**config.mk**
```make
export PLATFORM = sky130hd
export DESIGN_NAME = pcseq_top
export DESIGN_NICKNAME = d
export VERILOG_FILES = /design/src/logic/pcseq_pkg.sv /design/src/logic/pcseq_phase_if.sv /design/src/logic/pcseq_phase_gen.sv /design/src/logic/pcseq_top.sv
export SDC_FILE = /design/constraint.sdc
export NUM_CORES = 1
export LEC_CHECK = 0
export ABC_AREA = 1
export BUFFER_PORTS_ARGS = -buffer_cell sky130_fd_sc_hd__buf_2
export CAP_MARGIN = 30
export CORE_ASPECT_RATIO = 0.9
export CORE_UTILIZATION = 45
export CTS_CLUSTER_DIAMETER = 40
export DETAILED_ROUTE_END_ITERATION = 10
export GPL_TIMING_DRIVEN = 0
export PLACE_DENSITY = 0.65
export SYNTH_ARGS = -nofsm -noshare
export SYNTH_HDL_FRONTEND = slang
export SYNTH_SLANG_ARGS = --single-unit
```
**constraint.sdc**
```tcl
create_clock -name clk_sys -period 5.02 [get_ports clk_sys]
set_input_delay 1.004 -clock clk_sys [delete_from_list [all_inputs] [get_ports clk_sys]]
set_output_delay 1.004 -clock clk_sys [all_outputs]
set_load 0.01 [all_outputs]
```
**src/logic/pcseq_pkg.sv**
```systemverilog
// constants and types for the program counter sequencer
// assumes a single 125 MHz system clock domain
package pcseq_pkg;
	localparam int PCSEQ_PC_W = 11;
	localparam int PCSEQ_INSTR_W = 14;
	localparam int PCSEQ_STACK_DEPTH = 8;
	localparam int PCSEQ_ROM_WORDS = 2048;
	localparam int PCSEQ_PHASES = 4;
	// register offsets on the data address port
	localparam logic [7:0] PCSEQ_PCL_ADDR = 8'h06;
	localparam logic [7:0] PCSEQ_SCC_ADDR = 8'h1C;
	localparam int PCSEQ_CLKSEL_BIT = 0;
	// 1 selects 12 MHz, 0 selects 6 MHz
	localparam logic PCSEQ_CLKSEL_RST = 1'b1;
	localparam logic [7:0] PCSEQ_PCL_RST = 8'h00;
	// entry points
	localparam logic [10:0] PCSEQ_PC_RST = 11'h000;
	localparam logic [10:0] PCSEQ_VEC_USB = 11'h004;
	localparam logic [10:0] PCSEQ_VEC_TMR = 11'h00C;
	// rates in MHz: base clock 125, system clock 12 or 6
	localparam logic [7:0] PCSEQ_BASE_MHZ = 8'h7D;
	localparam logic [7:0] PCSEQ_RATE_HI_MHZ = 8'h0C;
	localparam logic [7:0] PCSEQ_RATE_LO_MHZ = 8'h06;
	localparam logic [1:0] PCSEQ_LAST_PHASE = 2'h3;
	localparam logic [3:0] PCSEQ_STACK_FULL = 4'h8;

	typedef enum logic [2:0] {
		PCSEQ_OP_SEQ = 3'b000,
		PCSEQ_OP_SKIP = 3'b001,
		PCSEQ_OP_JUMP = 3'b010,
		PCSEQ_OP_CALL = 3'b011,
		PCSEQ_OP_RET = 3'b100,
		PCSEQ_OP_RETURN_FROM_INTERRUPT = 3'b101
	} pcseq_op_t;
endpackage

```
**src/logic/pcseq_phase_if.sv**
```systemverilog
// phase timing between the clock divider and the sequencer
// assumes both ends run on clk_sys
`timescale 1ns/10ps
interface pcseq_phase_if;
	logic rate_hi;
	logic sys_tick;
	logic [1:0] phase;
	logic cycle_end;
	modport gen (input rate_hi, output sys_tick, output phase, output cycle_end);
	modport seq (output rate_hi, input sys_tick, input phase, input cycle_end);
endinterface

```
**src/logic/pcseq_phase_gen.sv**
```systemverilog
// system clock rate generator and four-phase divider
// assumes clk_sys at 125 MHz, rate_hi from a flop on the same clock
`timescale 1ns/10ps
module pcseq_phase_gen (
	input wire logic clk_sys,
	input wire logic rst,
	pcseq_phase_if.gen ph
);
	import pcseq_pkg::*;

	logic [7:0] acc_q;
	logic [7:0] rate;
	logic [8:0] sum;
	logic wrap;
	logic tick_q;
	logic [1:0] phase_q;
	logic cycle_end_q;

	assign rate = ph.rate_hi ? PCSEQ_RATE_HI_MHZ : PCSEQ_RATE_LO_MHZ;
	assign sum = {1'b0, acc_q} + {1'b0, rate};
	assign wrap = sum >= {1'b0, PCSEQ_BASE_MHZ};

	// fractional accumulator gives exact average rate
	always_ff @(posedge clk_sys or posedge rst) begin
		if (rst) begin
			acc_q <= 8'h00;
			tick_q <= 1'b0;
		end else begin
			acc_q <= wrap ? 8'(sum - {1'b0, PCSEQ_BASE_MHZ}) : sum[7:0];
			tick_q <= wrap;
		end
	end

	always_ff @(posedge clk_sys or posedge rst) begin
		if (rst) begin
			phase_q <= 2'h0;
			cycle_end_q <= 1'b0;
		end else begin
			if (wrap) begin
				phase_q <= phase_q + 2'h1;
			end
			cycle_end_q <= wrap && (phase_q == PCSEQ_LAST_PHASE);
		end
	end

	assign ph.sys_tick = tick_q;
	assign ph.phase = phase_q;
	assign ph.cycle_end = cycle_end_q;
endmodule

```
**src/logic/pcseq_top.sv**
```systemverilog
// program counter sequencer: phases, fetch/execute pipeline, pc, stack, vectors
// assumes ROM answers combinationally on rom_addr, core decodes exec_instr
`timescale 1ns/10ps
module pcseq_top (
	input wire logic clk_sys,
	input wire logic rst,
	input wire logic [7:0] reg_addr,
	input wire logic [7:0] reg_wdata,
	input wire logic reg_wr,
	input wire logic reg_rd,
	output logic [7:0] reg_rdata,
	output logic [pcseq_pkg::PCSEQ_PC_W-1:0] rom_addr,
	input wire logic [pcseq_pkg::PCSEQ_INSTR_W-1:0] rom_data,
	output logic [pcseq_pkg::PCSEQ_INSTR_W-1:0] exec_instr,
	output logic exec_valid,
	output logic [1:0] exec_phase,
	input wire pcseq_pkg::pcseq_op_t exec_op,
	input wire logic [pcseq_pkg::PCSEQ_PC_W-1:0] exec_target,
	input wire logic usb_irq_req,
	input wire logic usb_irq_en,
	input wire logic tmr_irq_req,
	input wire logic tmr_irq_en,
	output logic usb_irq_ack,
	output logic tmr_irq_ack,
	output logic [3:0] stack_level
);
	import pcseq_pkg::*;

	localparam int DEPTH = PCSEQ_STACK_DEPTH;

	pcseq_phase_if ph ();

	pcseq_phase_gen u_phase (
		.clk_sys(clk_sys),
		.rst(rst),
		.ph(ph)
	);

	logic clksel_q;
	logic [7:0] rdata_q;
	logic pcl_pend_q;
	logic [7:0] pcl_data_q;
	logic [PCSEQ_PC_W-1:0] pc_q;
	logic [PCSEQ_INSTR_W-1:0] instr_q;
	logic valid_q;
	logic usb_pend_q;
	logic tmr_pend_q;
	logic usb_ack_q;
	logic tmr_ack_q;
	logic [PCSEQ_PC_W-1:0] stack_q [DEPTH];
	logic [2:0] sp_q;
	logic [3:0] level_q;
	logic started_q;
	logic [2:0] tick_cnt_q;

	logic cycle_end;
	logic is_xfer_op;
	logic is_ret_op;
	logic take_xfer;
	logic take_skip;
	logic pcl_go;
	logic stack_full;
	logic irq_ok;
	logic usb_go;
	logic tmr_go;
	logic push;
	logic pop;
	logic [2:0] sp_dec;
	logic [PCSEQ_PC_W-1:0] pc_d;

	assign cycle_end = ph.cycle_end;
	assign ph.rate_hi = clksel_q;

	always_ff @(posedge clk_sys or posedge rst) begin
		if (rst) begin
			clksel_q <= PCSEQ_CLKSEL_RST;
		end else if (reg_wr && reg_addr == PCSEQ_SCC_ADDR) begin
			clksel_q <= reg_wdata[PCSEQ_CLKSEL_BIT];
		end
	end

	always_ff @(posedge clk_sys or posedge rst) begin
		if (rst) begin
			rdata_q <= 8'h00;
		end else if (reg_rd && reg_addr == PCSEQ_PCL_ADDR) begin
			rdata_q <= pc_q[7:0];
		end else if (reg_rd && reg_addr == PCSEQ_SCC_ADDR) begin
			rdata_q <= {7'h00, clksel_q};
		end else begin
			rdata_q <= 8'h00;
		end
	end

	always_ff @(posedge clk_sys or posedge rst) begin
		if (rst) begin
			pcl_pend_q <= 1'b0;
			pcl_data_q <= PCSEQ_PCL_RST;
		end else if (reg_wr && reg_addr == PCSEQ_PCL_ADDR) begin
			pcl_pend_q <= 1'b1;
			pcl_data_q <= reg_wdata;
		end else if (pcl_go) begin
			pcl_pend_q <= 1'b0;
		end
	end

	assign is_xfer_op = exec_op == PCSEQ_OP_JUMP || exec_op == PCSEQ_OP_CALL || is_ret_op;
	assign is_ret_op = exec_op == PCSEQ_OP_RET || exec_op == PCSEQ_OP_RETURN_FROM_INTERRUPT;
	assign take_xfer = cycle_end && valid_q && is_xfer_op;
	assign take_skip = cycle_end && valid_q && exec_op == PCSEQ_OP_SKIP;
	assign pcl_go = cycle_end && pcl_pend_q && !take_xfer && !take_skip;
	assign stack_full = level_q == PCSEQ_STACK_FULL;
	assign irq_ok = cycle_end && valid_q && !take_xfer && !take_skip && !pcl_go && !stack_full;
	assign usb_go = irq_ok && usb_pend_q && usb_irq_en;
	assign tmr_go = irq_ok && !usb_go && tmr_pend_q && tmr_irq_en;
	assign push = (take_xfer && exec_op == PCSEQ_OP_CALL) || usb_go || tmr_go;
	assign pop = take_xfer && is_ret_op;
	assign sp_dec = sp_q - 3'h1;

	always_comb begin
		pc_d = pc_q;
		if (take_xfer && is_ret_op) begin
			pc_d = stack_q[sp_dec];
		end else if (take_xfer) begin
			pc_d = exec_target;
		end else if (take_skip) begin
			pc_d = pc_q + 11'h001;
		end else if (pcl_go) begin
			pc_d = {pc_q[10:8], pcl_data_q};
		end else if (usb_go) begin
			pc_d = PCSEQ_VEC_USB;
		end else if (tmr_go) begin
			pc_d = PCSEQ_VEC_TMR;
		end else if (cycle_end) begin
			pc_d = pc_q + 11'h001;
		end
	end

	always_ff @(posedge clk_sys or posedge rst) begin
		if (rst) begin
			pc_q <= PCSEQ_PC_RST;
		end else begin
			pc_q <= pc_d;
		end
	end

	always_ff @(posedge clk_sys or posedge rst) begin
		if (rst) begin
			instr_q <= '0;
			valid_q <= 1'b0;
		end else if (cycle_end) begin
			instr_q <= rom_data;
			valid_q <= !(take_xfer || take_skip || pcl_go || usb_go || tmr_go);
		end
	end

	// request flags: a new request beats the acknowledge clear
	always_ff @(posedge clk_sys or posedge rst) begin
		if (rst) begin
			usb_pend_q <= 1'b0;
			tmr_pend_q <= 1'b0;
			usb_ack_q <= 1'b0;
			tmr_ack_q <= 1'b0;
		end else begin
			usb_pend_q <= usb_irq_req || (usb_pend_q && !usb_go);
			tmr_pend_q <= tmr_irq_req || (tmr_pend_q && !tmr_go);
			usb_ack_q <= usb_go;
			tmr_ack_q <= tmr_go;
		end
	end

	// circular stack, oldest lost when full
	always_ff @(posedge clk_sys or posedge rst) begin
		if (rst) begin
			sp_q <= 3'h0;
			level_q <= 4'h0;
		end else if (push) begin
			sp_q <= sp_q + 3'h1;
			level_q <= stack_full ? level_q : level_q + 4'h1;
		end else if (pop) begin
			sp_q <= sp_dec;
			level_q <= (level_q == 4'h0) ? level_q : level_q - 4'h1;
		end
	end

	always_ff @(posedge clk_sys) begin
		if (push) begin
			stack_q[sp_q] <= pc_q;
		end
	end

	always_ff @(posedge clk_sys or posedge rst) begin
		if (rst) begin
			started_q <= 1'b0;
		end else if (cycle_end) begin
			started_q <= 1'b1;
		end
	end

	always_ff @(posedge clk_sys or posedge rst) begin
		if (rst) begin
			tick_cnt_q <= 3'h0;
		end else if (cycle_end) begin
			tick_cnt_q <= 3'h0;
		end else if (ph.sys_tick) begin
			tick_cnt_q <= tick_cnt_q + 3'h1;
		end
	end

	assign reg_rdata = rdata_q;
	assign rom_addr = pc_q;
	assign exec_instr = instr_q;
	assign exec_valid = valid_q;
	assign exec_phase = ph.phase;
	assign usb_irq_ack = usb_ack_q;
	assign tmr_irq_ack = tmr_ack_q;
	assign stack_level = level_q;
endmodule

```
== Word level (Yosys, flattened, before mapping) ==
Memories as Yosys holds them, arrays and structs flattened.
Cells that the tools add are included.

* Add/sub/neg operators: 8
* Magnitude comparators: 1
* Equality and inequality tests: 12
* Muxes and demuxes: 21
* Reductions and logical operators: 49

{| class="wikitable"
|+ Operator list
! kind !! number
|-
| 2-to-1 mux 11 bit || 7
|-
| logical AND 1 bit || 24
|-
| 2-to-1 mux 4 bit || 5
|-
| 2-to-1 mux 8 bit || 2
|-
| adder 11 x 1 -> 11 bit, second input constant || 1
|-
| logical OR 1 bit || 11
|-
| adder 8 x 4 -> 9 bit || 1
|-
| >= comparator 9 x 7 -> 1 bit, second input constant || 1
|-
| equality test 8 x 3 -> 1 bit, second input constant || 1
|-
| equality test 8 x 5 -> 1 bit, second input constant || 1
|-
| subtractor 8 x 7 -> 8 bit, second input constant || 1
|-
| logical NOT 1 bit || 7
|-
| nonzero test 7 bit || 1
|-
| equality test 3 x 2 -> 1 bit, second input constant || 2
|-
| equality test 3 bit, second input constant || 2
|-
| 2-to-1 mux 3 bit || 2
|-
| nonzero test 6 bit || 1
|-
| 2-to-1 mux 1 bit || 5
|-
| adder 4 x 1 -> 4 bit, second input constant || 1
|-
| equality test 4 bit, second input constant || 1
|-
| logical NOT 4 bit || 1
|-
| inequality test 2 bit, second input constant || 2
|-
| inequality test 4 x 3 -> 1 bit, second input constant || 1
|-
| nonzero test 2 bit || 2
|-
| 8 further kinds || 8
|}

* Register bits: 66
* Bits in writable memories: 88
* Input bits: 52
* Output and inout port bits: 42
* Word-level logic and storage cells: 109
* Memories: 1

{| class="wikitable"
|+ Memory list
! memory !! depth !! width !! rd ports !! clocked after memory_dff !! wr ports !! line !! text
|-
| stack_q || 8 || 11 || 1 || 0 || 1 || pcseq_top.sv:50 || <nowiki>logic [PCSEQ_PC_W-1:0] stack_q [DEPTH];</nowiki>
|}

== Depth between registers and ports, before layout ==
Gate-level depths: netlist of run 1.

* Depth after elaboration: 22
* Mapped depth: 16
* Depth with buffers taken out: 16

== Hierarchy ==
A second synthesis of run 1 with hierarchy kept.

* Cells, all modules: 742
* Area total of the unflattened synthesis: 7194.4 µm²

{| class="wikitable"
|+ By module, submodules not included
! module !! times used !! cells each !! area an instance (µm²) !! sequential area each (µm²)
|-
| pcseq_top || 1 || 611 || 6294.8 || 4020.1
|-
| pcseq_phase_gen || 1 || 131 || 899.6 || 300.3
|}

== Worst setup path after synthesis of run 1 ==
No wires, ideal clock.

* Kind: input -> register
* From: input exec_op[1]
* To: memory stack_q[0][0] (enable)
* Library setup time: 0.378 ns
* Arrival time: 2.525 ns
* Data required time: 4.642 ns
* Slack: 2.117 ns
* Stages: 8
* Buffers on the path: 0
* Cell sequence: inv_1 > ha_1 > nand4_1 > nor2_1 > o21ai_1 > nand2_2 > nand2_1 > nor2_1

* Cells in the longest elaborated chain, start to end: 19
* Elaborated cells on any way between the ends: 30
* Those cells by class: eq/ne: 5; mux: 2; reduce/logical: 23

{| class="wikitable"
|+ RTL lines
! what !! line !! text
|-
| start: declaration || pcseq_top.sv:17 || <nowiki>input wire pcseq_pkg::pcseq_op_t exec_op,</nowiki>
|-
| equality test 3 x 2 -> 1 bit, or another cell as far along || pcseq_top.sv:106 || <nowiki>assign is_xfer_op = exec_op == PCSEQ_OP_JUMP || exec_op == PCSEQ_OP_CALL || is_ret_op;</nowiki>
|-
| logical OR 1 bit, on equally long branches || pcseq_top.sv:106, pcseq_top.sv:107 ||
|-
| logical OR 1 bit || pcseq_top.sv:106 ||
|-
| logical AND 1 bit || pcseq_top.sv:108 || <nowiki>assign take_xfer = cycle_end && valid_q && is_xfer_op;</nowiki>
|-
| logical NOT 1 bit || pcseq_top.sv:110, pcseq_top.sv:112 ||
|-
| logical AND 1 bit (2 in a row) || pcseq_top.sv:110 || <nowiki>assign pcl_go = cycle_end && pcl_pend_q && !take_xfer && !take_skip;</nowiki>
|-
| logical NOT 1 bit || pcseq_top.sv:112 || <nowiki>assign irq_ok = cycle_end && valid_q && !take_xfer && !take_skip && !pcl_go && !stack_full;</nowiki>
|-
| logical AND 1 bit (2 in a row) || pcseq_top.sv:112 ||
|-
| logical AND 1 bit (2 in a row) || pcseq_top.sv:113 || <nowiki>assign usb_go = irq_ok && usb_pend_q && usb_irq_en;</nowiki>
|-
| logical NOT 1 bit || pcseq_top.sv:114 || <nowiki>assign tmr_go = irq_ok && !usb_go && tmr_pend_q && tmr_irq_en;</nowiki>
|-
| logical AND 1 bit (3 in a row) || pcseq_top.sv:114 ||
|-
| logical OR 1 bit * || pcseq_top.sv:115 || <nowiki>assign push = (take_xfer && exec_op == PCSEQ_OP_CALL) || usb_go || tmr_go;</nowiki>
|-
| 2-to-1 mux 1 bit * || pcseq_top.sv:186 || <nowiki>if (push) begin</nowiki>
|-
| 2-to-1 mux 1 bit (implied by the code) * || pcseq_top.sv:187 || <nowiki>stack_q[sp_q] <= pc_q;</nowiki>
|-
| end: declaration || pcseq_top.sv:50 ||
|}

Mark *: on every way between the ends. The rest lies on a longest branch, timed or not.

== Worst setup path in the final report of run 1 ==
* From: register sp_q[0]
* To: register pc_q[3] (netlist: rom_addr[3])

* Cells in the longest elaborated chain, start to end: 3

{| class="wikitable"
|+ RTL lines
! what !! line !! text
|-
| start: declaration || pcseq_top.sv:51 || <nowiki>logic [2:0] sp_q;</nowiki>
|-
| start signal: assignment || pcseq_top.sv:177 || <nowiki>sp_q <= sp_q + 3'h1;</nowiki>
|-
| start signal: assignment || pcseq_top.sv:180 || <nowiki>sp_q <= sp_dec;</nowiki>
|-
| subtractor 3 x 1 -> 3 bit || pcseq_top.sv:117 || <nowiki>assign sp_dec = sp_q - 3'h1;</nowiki>
|-
| memory (8 x 11 bit) || -- ||
|-
| 2-to-1 mux 11 bit || pcseq_top.sv:121 || <nowiki>if (take_xfer && is_ret_op) begin</nowiki>
|-
| end signal: assignment || pcseq_top.sv:142 || <nowiki>pc_q <= pc_d;</nowiki>
|-
| end: declaration || pcseq_top.sv:43 || <nowiki>logic [PCSEQ_PC_W-1:0] pc_q;</nowiki>
|}

Every way passes these cells.
A chain may end at the register's enable or synchronous reset.

==> flow_summary.toml, run 1 <==
[critical_path]
cp_common_cell = "inv_1"
cp.arrival_ns = 3.62
start_kind = "flop"
end_kind = "flop"
reg2reg_slack_ns = 1.77
crit_family = "buffers and inverters"
crit_path_start = "sp_q[0]"
crit_type = "flop to flop"
worst-path-max-fanout = 10
rr_startpoint = "sp_q[0]"
path_cells = "buf_2 > inv_1 > buf_2 > buf_1 > ha_1 > inv_1 > clkbuf_1 > o21ai_0 > o22ai_1 > a22oi_1 > nand3_1 > o22ai_1 > inv_1"
max_stage_delay_ns = 0.44
cp_num_buf_inv = 7
crit_required_ns = 5.39
worst_path_max_delay_cell = "buf_1"

[routing]
first_pass_iters = 5
num_vias = 5356
wl_microns = 17480
ant_nets = 0
viasPerCell = 5.313
drt_iter0_drc = 505
wl_per_cell_microns = 17.34
drc = 0

[hold_path]
hold_path_startpoint = "exec_instr[11]"
min_path_type = "flop to flop"

[layout]
nets = 861
final_cells = 1008
drive_gt1_share_pct = 20.99
antenna_cells = 0
syn_to_final_growth_pct = 20.29

[clock_network]
clk_pin_slew_ns = 0.06
clockBufferDepth = 2
cts.sinks = 154
cts_root_buf = "clkbuf_16"
htree_num_levels = 4
post_cts_buffers = 0
cts_resized = 0
clk_latency_ns = 0.42
cts_tree = "built"
cts_made_buffers = 17
cts_hold_buf = 0

[global_routing]
use_met2_pct = 36.52
grt_usage_pct = 23.14
grt_max_degree = 44
grt-ovfl-total = 0
grtUsageMet3_pct = 7.309
grt-busiest-layer = "met2"
grt_pass1_vias = 5320
antenna_found_initial = 0
grt_pass1_wl_microns = 27500
grt_use_met1_pct = 30.22

[timing]
fin_tns_setup_ns = 0
period_needed_ns = 3.252
skew_ns = 0.008504
worst_pin_slew_ns = 0.8289
hold_slack_ns = 0.4741
setup_violations = 0
finalHoldViolations = 0
slew_headroom_pct = 44.54
slew_viol_final = 0
max_freq_mhz = 307.5
rsz0062_at_grt = "false"
min_period_over_period_pct = 64.78

[synthesis]
synth_nets = 740
synthFlopType = "edfxtp_1"
syn_inst = 676
synth_seq_cells = 154
synth_top_area_share_pct = 38.09
ys_top_cells_by_count = "nand2_1 (146), edfxtp_1 (88), nor2_1 (87)"
seq_area_frac_synth_pct = 61.91
synth_area_leaders = "edfxtp_1 (38%), dfrtp_1 (23%), nand2_1 (7.9%)"
synth_top_area_cell = "edfxtp_1"
synth.most_common_cell = "nand2_1"
synth.avg_cell_area_sq_um = 10.26
async_flop_share_pct = 42.86
yosysWarnings = 0
synth_area_sq_um = 6938
ys_types = 48
synth-edff-count = 88

[placement]
hpwl_microns = 12350
gp_congestion = 0.8357
numPortBuffers = 93
dp_cells = 976

[die]
io-pin-count = 94
start_util_pct = 46.65
fp.dieH_microns = 119.8
coreArea_sq_um = 14870
fp-row-count = 42
die_w_microns = 132.9
die_area_sq_um = 15920

[power]
cellPowerDensity_nw_per_um2 = 584.8
leakage_nw = 3.717
peakVddDrop_mv = 0.3171
p_total_mw = 4.881

[status]
status = "completed"

[flow_run]
maxCapViolations = 0
final timing paths:
check	end	cells after the start
worst max-delay path	rom_addr[3]	13
worst max register to register	rom_addr[3]	13
worst min register to register	exec_instr[11]	2
worst min-delay path	exec_instr[11]	2
min in group asynchronous	u_phase.ph.phase[1]	2
max in group asynchronous	tmr_irq_ack	3
stage by stage:
stage	instance area, sq um	worst slack, ns	utilization [%]
after global placement	7651	1.316	51.45
after global routing	8346	1.516	56.12
after detailed placement	7757	1.503	52.16
after floorplan	6938	2.117	-
final	8346	1.768	56.12
after CTS	8346	1.841	56.12
logic make-up (layout without fill, tap and decap cells):
group                      Yosys count  count (layout)  share of synthesized area, %
buffers and inverters               78             212                         4.382
xor gates and xnor gates            18              18                         2.381
AOI/OAI and AO/OA                  122             122                         10.66
muxes                                6               6                        0.9738
adders and majority gates           12              12                         2.164
DFF                                154             154                         61.91
and+or+nand+nor                    286             286                         17.53
area by class of cell:
| type | instances | area [sq um] |
|---|---|---|
| Fill cell | 1282 | 6526 |
| Sequential cell | 154 | 4295 |
| Multi-Input combinational cell | 444 | 2338 |
| Timing Repair Buffer | 102 | 571.8 |
| Clock buffer | 21 | 503.0 |
| Tap cell | 198 | 247.7 |
| Inverter | 58 | 217.7 |
| Buffer | 20 | 86.33 |
| Clock inverter | 11 | 85.08 |
flip-flops by register name, summed over array words and instances, names as in the netlist:
register / count
reg_rdata: 8
stack_q: 88
exec_valid: 1
u_phase.ph.cycle_end: 1
pcl_pend_q: 1
tmr_irq_ack: 1
sp_q: 3
pcl_data_q: 8
u_phase.ph.phase: 2
rom_addr: 11
exec_instr: 14
usb_irq_ack: 1
stack_level: 4
u_phase.acc_q: 8
usb_pend_q: 1
clksel_q: 1
tmr_pend_q: 1
power by group:
part / internal [mW] / leakage, nW / switching [mW]
combinational: 0.628 / 1.82 / 1.10
clock: 0.762 / 0.304 / 0.497
sequential: 1.63 / 1.59 / 0.263
total: 3.02 / 3.72 / 1.86
worst reg2reg max path, stage by stage, from the launching register on:
cell,delay [ns]
dfrtp_1,0.38
buf_2,0.19
inv_1,0.08
buf_2,0.22
buf_1,0.45
ha_1,0.43
inv_1,0.16
clkbuf_1,0.44
o21ai_0,0.18
o22ai_1,0.21
a22oi_1,0.18
nand3_1,0.13
o22ai_1,0.08
inv_1,0.07
cell usage in the layout (no fill, tap or decap), drive strengths merged, types with 14 or more instances in the layout:
master / synthesis / routed
edfxtp: 88 / 88
nor2: 92 / 92
clkbuf: 15 / 36
o22ai: 20 / 20
xor2: 14 / 14
nand2: 150 / 150
buf: 5 / 107
dfrtp: 65 / 65
nand3: 24 / 24
inv: 56 / 60
a21oi: 14 / 14
o21ai: 65 / 65
layer usage:
metal	vias up	share of wire, %
met3	18	9.4
li1	2544	-
met4	0	1.2
met2	256	47
met5	-	0
met1	2538	42
Note: power is estimated with default switching activity, not from simulation.
==> inputs of run 2 (changes only) <==
ABC_AREA = 0   (was 1)
clock period = 3.4 ns   (was 5.02 ns; I/O delays follow)
==> flow_summary.toml, run 2 <==
[status]
status = "completed"

[die]
fp-row-count = 42
fp.dieH_microns = 119.6
die_area_sq_um = 15860
die_w_microns = 132.6
start_util_pct = 46.47
io-pin-count = 94
coreArea_sq_um = 14870

[power]
cellPowerDensity_nw_per_um2 = 652.7
clkPwrFrac_pct = 35.1
power.internal_mw = 3.866
power.share.combinational_pct = 18.9
seq_power_share_pct = 46.0
p_sw_share_pct = 28.98
leakage_nw = 3.442
p_switching_mw = 1.578
p_total_mw = 5.444
peakVddDrop_mv = 0.4501

[synthesis]
synth-simple-area-share_pct = 10.68
synth_area_sq_um = 6910
synthFlopType = "edfxtp_1"
synth_top_family_by_area = "multiplexers"
async_flop_share_pct = 42.86
synth_seq_cells = 154
synth-compound-area-share_pct = 6.717
ys_top_cells_by_count = "edfxtp_1 (88), dfrtp_1 (65), nand2_1 (32)"
ys_types = 64
syn_inst = 472
synth_top_area_cell = "edfxtp_1"
synth.most_common_cell = "edfxtp_1"
synth_fa_ha_area_share_pct = 2.173
synth.avg_cell_area_sq_um = 14.64
synthXorXnorAreaFrac_pct = 2.770
yosysWarnings = 0
synth_area_leaders = "edfxtp_1 (38%), dfrtp_1 (24%), mux4_2 (7.2%)"
synth-edff-count = 88
synth_top_area_share_pct = 38.24
seq_area_frac_synth_pct = 62.16
synth.area.mux_share_pct = 13.33
synth_nets = 536

[placement]
preCtsSetupSlack_ns = -0.06119
gp_congestion = 0.8333
dp_cells = 770
numPortBuffers = 93
hpwl_microns = 10820

[critical_path]
crit_path_start = "sp_q[0]"
crit_required_ns = 3.69
endpoint = "rom_addr[10]"
worst-path-max-fanout = 10
crit_family = "buffers and inverters"
cp_num_buf_inv = 5
path_cells = "buf_2 > clkbuf_4 > inv_1 > ha_1 > buf_2 > clkbuf_2 > mux4_2 > mux2i_1 > nand2_1 > o211ai_1 > o311ai_0"
cp_common_cell = "buf_2"
reg2reg_slack_ns = 0.35
cp_num_cells = 11
r2r_cells = 11
reg2reg_to = "rom_addr[10]"
worst_path_max_delay_cell = "mux4_2"
max_stage_delay_ns = 0.35
end_kind = "flop"
crit_type = "flop to flop"
cp.arrival_ns = 3.34
rr_startpoint = "sp_q[0]"
start_kind = "flop"

[layout]
nets = 655
fill_cells = 1191
antenna_cells = 0
final_cells = 802
largest_reg_flops = 88
final_core_util_pct = 56.08
syn_to_final_growth_pct = 20.70
mostFrequentLayoutCells = "buf_2 (101), edfxtp_1 (88), dfrtp_1 (65)"
seq_area_sq_um = 4295
final_common_cell = "buf_2"
multi_input_area_sq_um = 2500
max_flop_register = "stack_q"
drive_gt1_share_pct = 36.09

[global_routing]
grt-ovfl-total = 0
grt_pass1_vias = 4612
grt_pass1_wl_microns = 24210
grt_usage_pct = 20.78
antenna_found_initial = 0
grt_max_degree = 67

[clock_network]
clockBufferDepth = 2
htree_num_levels = 4
cts_tree = "built"
clk_latency_ns = 0.43
cts_root_buf = "clkbuf_16"
cts.sinks = 154
clk_pin_slew_ns = 0.06
cts_made_buffers = 17

[routing]
top_layer_used = "met4"
wl_microns = 15260
wl_per_cell_microns = 19.03
num_vias = 4477
drt_iter0_drc = 240
met3_length_microns = 967
first_pass_iters = 6
dr_wl_met2_microns = 7368
drt-met1-wl_microns = 6594
drc = 0
ant_nets = 0
viasPerCell = 5.582

[timing]
max_freq_mhz = 328.0
slew_viol_final = 0
period_needed_ns = 3.049
slew_headroom_pct = 36.14
skew_ns = 0.006712
worst_pin_slew_ns = 0.9507
min_period_over_period_pct = 89.68
setup_ws_ns = 0.3508
hold_slack_ns = 0.4117
setup_violations = 0
finalHoldViolations = 0
rsz0062_at_grt = "false"

[hold_path]
min_path_type = "primary input to asynchronous set/reset pin"

[flow_run]
maxCapViolations = 0
run 2: cell types whose count changed after synthesis, sizes merged, moves of 10 or more:
cell	previous run	this run
mux2	6	28
nor2b	0	10
inv	56	13
mux4	0	22
nand3	24	10
mux2i	0	11
o21ai	65	18
and3	0	13
nand2	150	33
nor2	92	20
o22ai	20	1
run 2: logic make-up (layout without fill, tap and decap cells):
kind of cell    Yosys count  in the layout
compound gates           66             66
xor+xnor                 21             21
fa+ha+maj                12             12
buf+inv                  33            165
flops                   154            154
mux                      61             61
simple gates            125            125
run 2: worst reg2reg max path: stages, from the launching register on:
cell	delay, ns
dfrtp_1	0.34
buf_2	0.25
clkbuf_4	0.31
inv_1	0.15
ha_1	0.30
buf_2	0.24
clkbuf_2	0.34
mux4_2	0.35
mux2i_1	0.29
nand2_1	0.10
o211ai_1	0.09
o311ai_0	0.14
run 2: timing repair:
action	4_1_cts	5_1_grt
endpoints found under the setup margin	1	1
buffers inserted	0	0
cloned	0	0
gates resized for setup	2	1
hold buffers	0	0
run 2: worst min path at each step:
stage	from	to	slack, ns	cells after the start
global placement	u_phase.ph.phase[0]	u_phase.ph.phase[0]	0.48	1
CTS	tmr_irq_req	tmr_pend_q	0.43	2
global route	tmr_irq_req	tmr_pend_q	0.44	2
finish	rst	exec_instr[8]	0.41	2
floorplan	tmr_pend_q	tmr_pend_q	0.47	1
detailed placement	exec_instr[11]	exec_instr[11]	0.49	1
run 2: layout make-up:
type	count	share of cell area, %
inverter	13	0.6151
clock buffer	17	5.101
multi-input combinational	285	29.97
timing repair buffer	100	6.481
clock inverter	15	2.085
buffer	20	1.275
sequential	154	51.50
tap	198	2.970
run 2: per-stage QoR:
stage | cell area [sq um] | TNS, ns
2_1_floorplan | 6917 | 0
3_3_place_gp | 7630 | -42.73
3_5_place_dp | 7736 | -0.3826
4_1_cts | 8338 | 0
5_1_grt | 8341 | 0
6_report | 8341 | 0
run 2: per-layer routing:
| metal | up-vias | track usage [%] |
|---|---|---|
| met3 | 25 | 5.323 |
| met4 | 0 | 9.124 |
| li1 | 2040 | - |
| met1 | 2254 | 27.38 |
| met2 | 158 | 32.73 |
| met5 | - | 0 |
run 2: power groups by stage:
stage	Combinational (mW)	Clock (mW)	Sequential, mW
after floorplan	0.673	0	2.49
after global placement	0.996	0	2.51
after detailed placement	1.03	0	2.53
after CTS	1.04	1.93	2.50
after global routing	1.14	2.03	2.53
final	1.03	1.91	2.50
==> inputs of run 3 (changes only) <==
PLACE_DENSITY = default   (was 0.65)
==> flow_summary.toml, run 3 (synthesis results as in run 2) <==
[status]
status = "completed"

[placement]
preCtsSetupSlack_ns = -0.1588
numPortBuffers = 93
gp_congestion = 0.8068
hpwl_microns = 10940

[clock_network]
clk_latency_ns = 0.42
clk_pin_slew_ns = 0.06
cts.sinks = 154
htree_num_levels = 4
clockBufferDepth = 2
post_cts_buffers = 0
cts_made_buffers = 17
cts_root_buf = "clkbuf_16"
cts_tree = "built"

[timing]
setup_violations = 0
period_needed_ns = 3.219
fin_tns_setup_ns = 0
slew_viol_final = 0
setup_ws_ns = 0.1807
finalHoldViolations = 0
max_freq_mhz = 310.6
worst_pin_slew_ns = 0.9587
slew_headroom_pct = 35.61
skew_ns = 0.008074
min_period_over_period_pct = 94.69
rsz0062_at_grt = "false"

[die]
start_util_pct = 46.47
fp.dieH_microns = 119.6
die_area_sq_um = 15860
coreArea_sq_um = 14870
fp-row-count = 42
die_w_microns = 132.6
io-pin-count = 94

[critical_path]
crit_path_start = "sp_q[0]"
start_kind = "flop"
cp.arrival_ns = 3.53
crit_required_ns = 3.71
crit_type = "flop to flop"
reg2reg_slack_ns = 0.18
r2r_cells = 10
worst-path-max-fanout = 10
rr_startpoint = "sp_q[0]"
reg2reg_to = "rom_addr[6]"
end_kind = "flop"

[global_routing]
grt_usage_pct = 20.66
grt_pass1_vias = 4422
antenna_found_initial = 0
grt_pass1_wl_microns = 23980
grt-ovfl-total = 0
grt_max_degree = 38

[routing]
wl_per_cell_microns = 18.72
drt_iter0_drc = 366
wl_microns = 15010
drc = 0
first_pass_iters = 5
num_vias = 4385
viasPerCell = 5.468
ant_nets = 0

[layout]
drive_gt1_share_pct = 36.26
fill_cells = 1213
antenna_cells = 0
largest_reg_flops = 88
nets = 656
final_common_cell = "buf_2"
mostFrequentLayoutCells = "buf_2 (101), edfxtp_1 (88), dfrtp_1 (65)"
max_flop_register = "stack_q"
syn_to_final_growth_pct = 21.44

[power]
peakVddDrop_mv = 0.4668
leakage_nw = 3.472
cellPowerDensity_nw_per_um2 = 657.7

[hold_path]
min_path_type = "primary input to asynchronous set/reset pin"

[flow_run]
maxCapViolations = 0
==> run 3: repair_timing <==
| item | 4_1_cts | 5_1_grt |
|---|---|---|
| endpoints found under the setup margin | 5 | 6 |
| resized for setup | 2 | 1 |
| hold buffers | 0 | 0 |
==> run 3: worst max-delay path by stage <==
stage,end,slack [ns],cells past startpoint
global route,rom_addr[6],0.02,10
CTS,rom_addr[6],0.04,10
finish,rom_addr[6],0.18,10
global placement,stack_q[6][0],-0.95,9
detailed placement,rom_addr[10],-0.16,11
floorplan,stack_q[2][0],0.23,8
==> run 3: area by class of cell <==
cell class              count  area (sq um)  area share (%)
repair buffers            101         564.3           6.724
multi-input cells         285          2500           29.79
clock buffers              17         425.4           5.069
well taps                 198         247.7           2.952
clock inverters            14         203.9           2.430
flip-flops and latches    154          4295           51.19
plain buffers              20         106.4           1.267
inverters                  13         48.80          0.5815
==> run 3: stage by stage <==
| stage | util (%) | power [mW] | std cells | hold WS [ns] | instance area [sq um] |
|---|---|---|---|---|---|
| after CTS | 56.41 | 5.570 | 802 | 0.3566 | 8389 |
| after detailed placement | 52.16 | 3.543 | 771 | 0.4903 | 7757 |
| final | 56.43 | 5.519 | 802 | 0.3457 | 8392 |
| after floorplan | - | 3.165 | 472 | 0.4717 | 6917 |
| after global placement | 51.30 | 3.506 | 763 | 0.4823 | 7630 |
| after global routing | 56.43 | 5.797 | 802 | 0.3922 | 8392 |
==> run 3: per-layer routing <==
metal / up-vias / wire length, microns / global-route usage (%)
met1: 2188 / 6816 / 28.04
met2: 135 / 7107 / 32.53
li1: 2047 / - / -
met3: 15 / 945 / 6.295
met5: - / 0 / 0
met4: 0 / 144 / 5.316
==> run 3: report_power, final <==
group          switching (mW)  internal, mW  total (mW)
combinational           0.540         0.475        1.01
clock                   0.734          1.29        2.02
sequential              0.243          2.24        2.48
total                    1.52          4.00        5.52
==> run 3: worst max-delay path: stages, from the launching register on <==
cell	delay, ns
dfrtp_1	0.35
buf_2	0.27
clkbuf_4	0.33
inv_1	0.18
ha_1	0.28
xor2_2	0.33
buf_4	0.30
mux4_2	0.53
mux2i_1	0.28
a22o_1	0.18
nand3_1	0.06
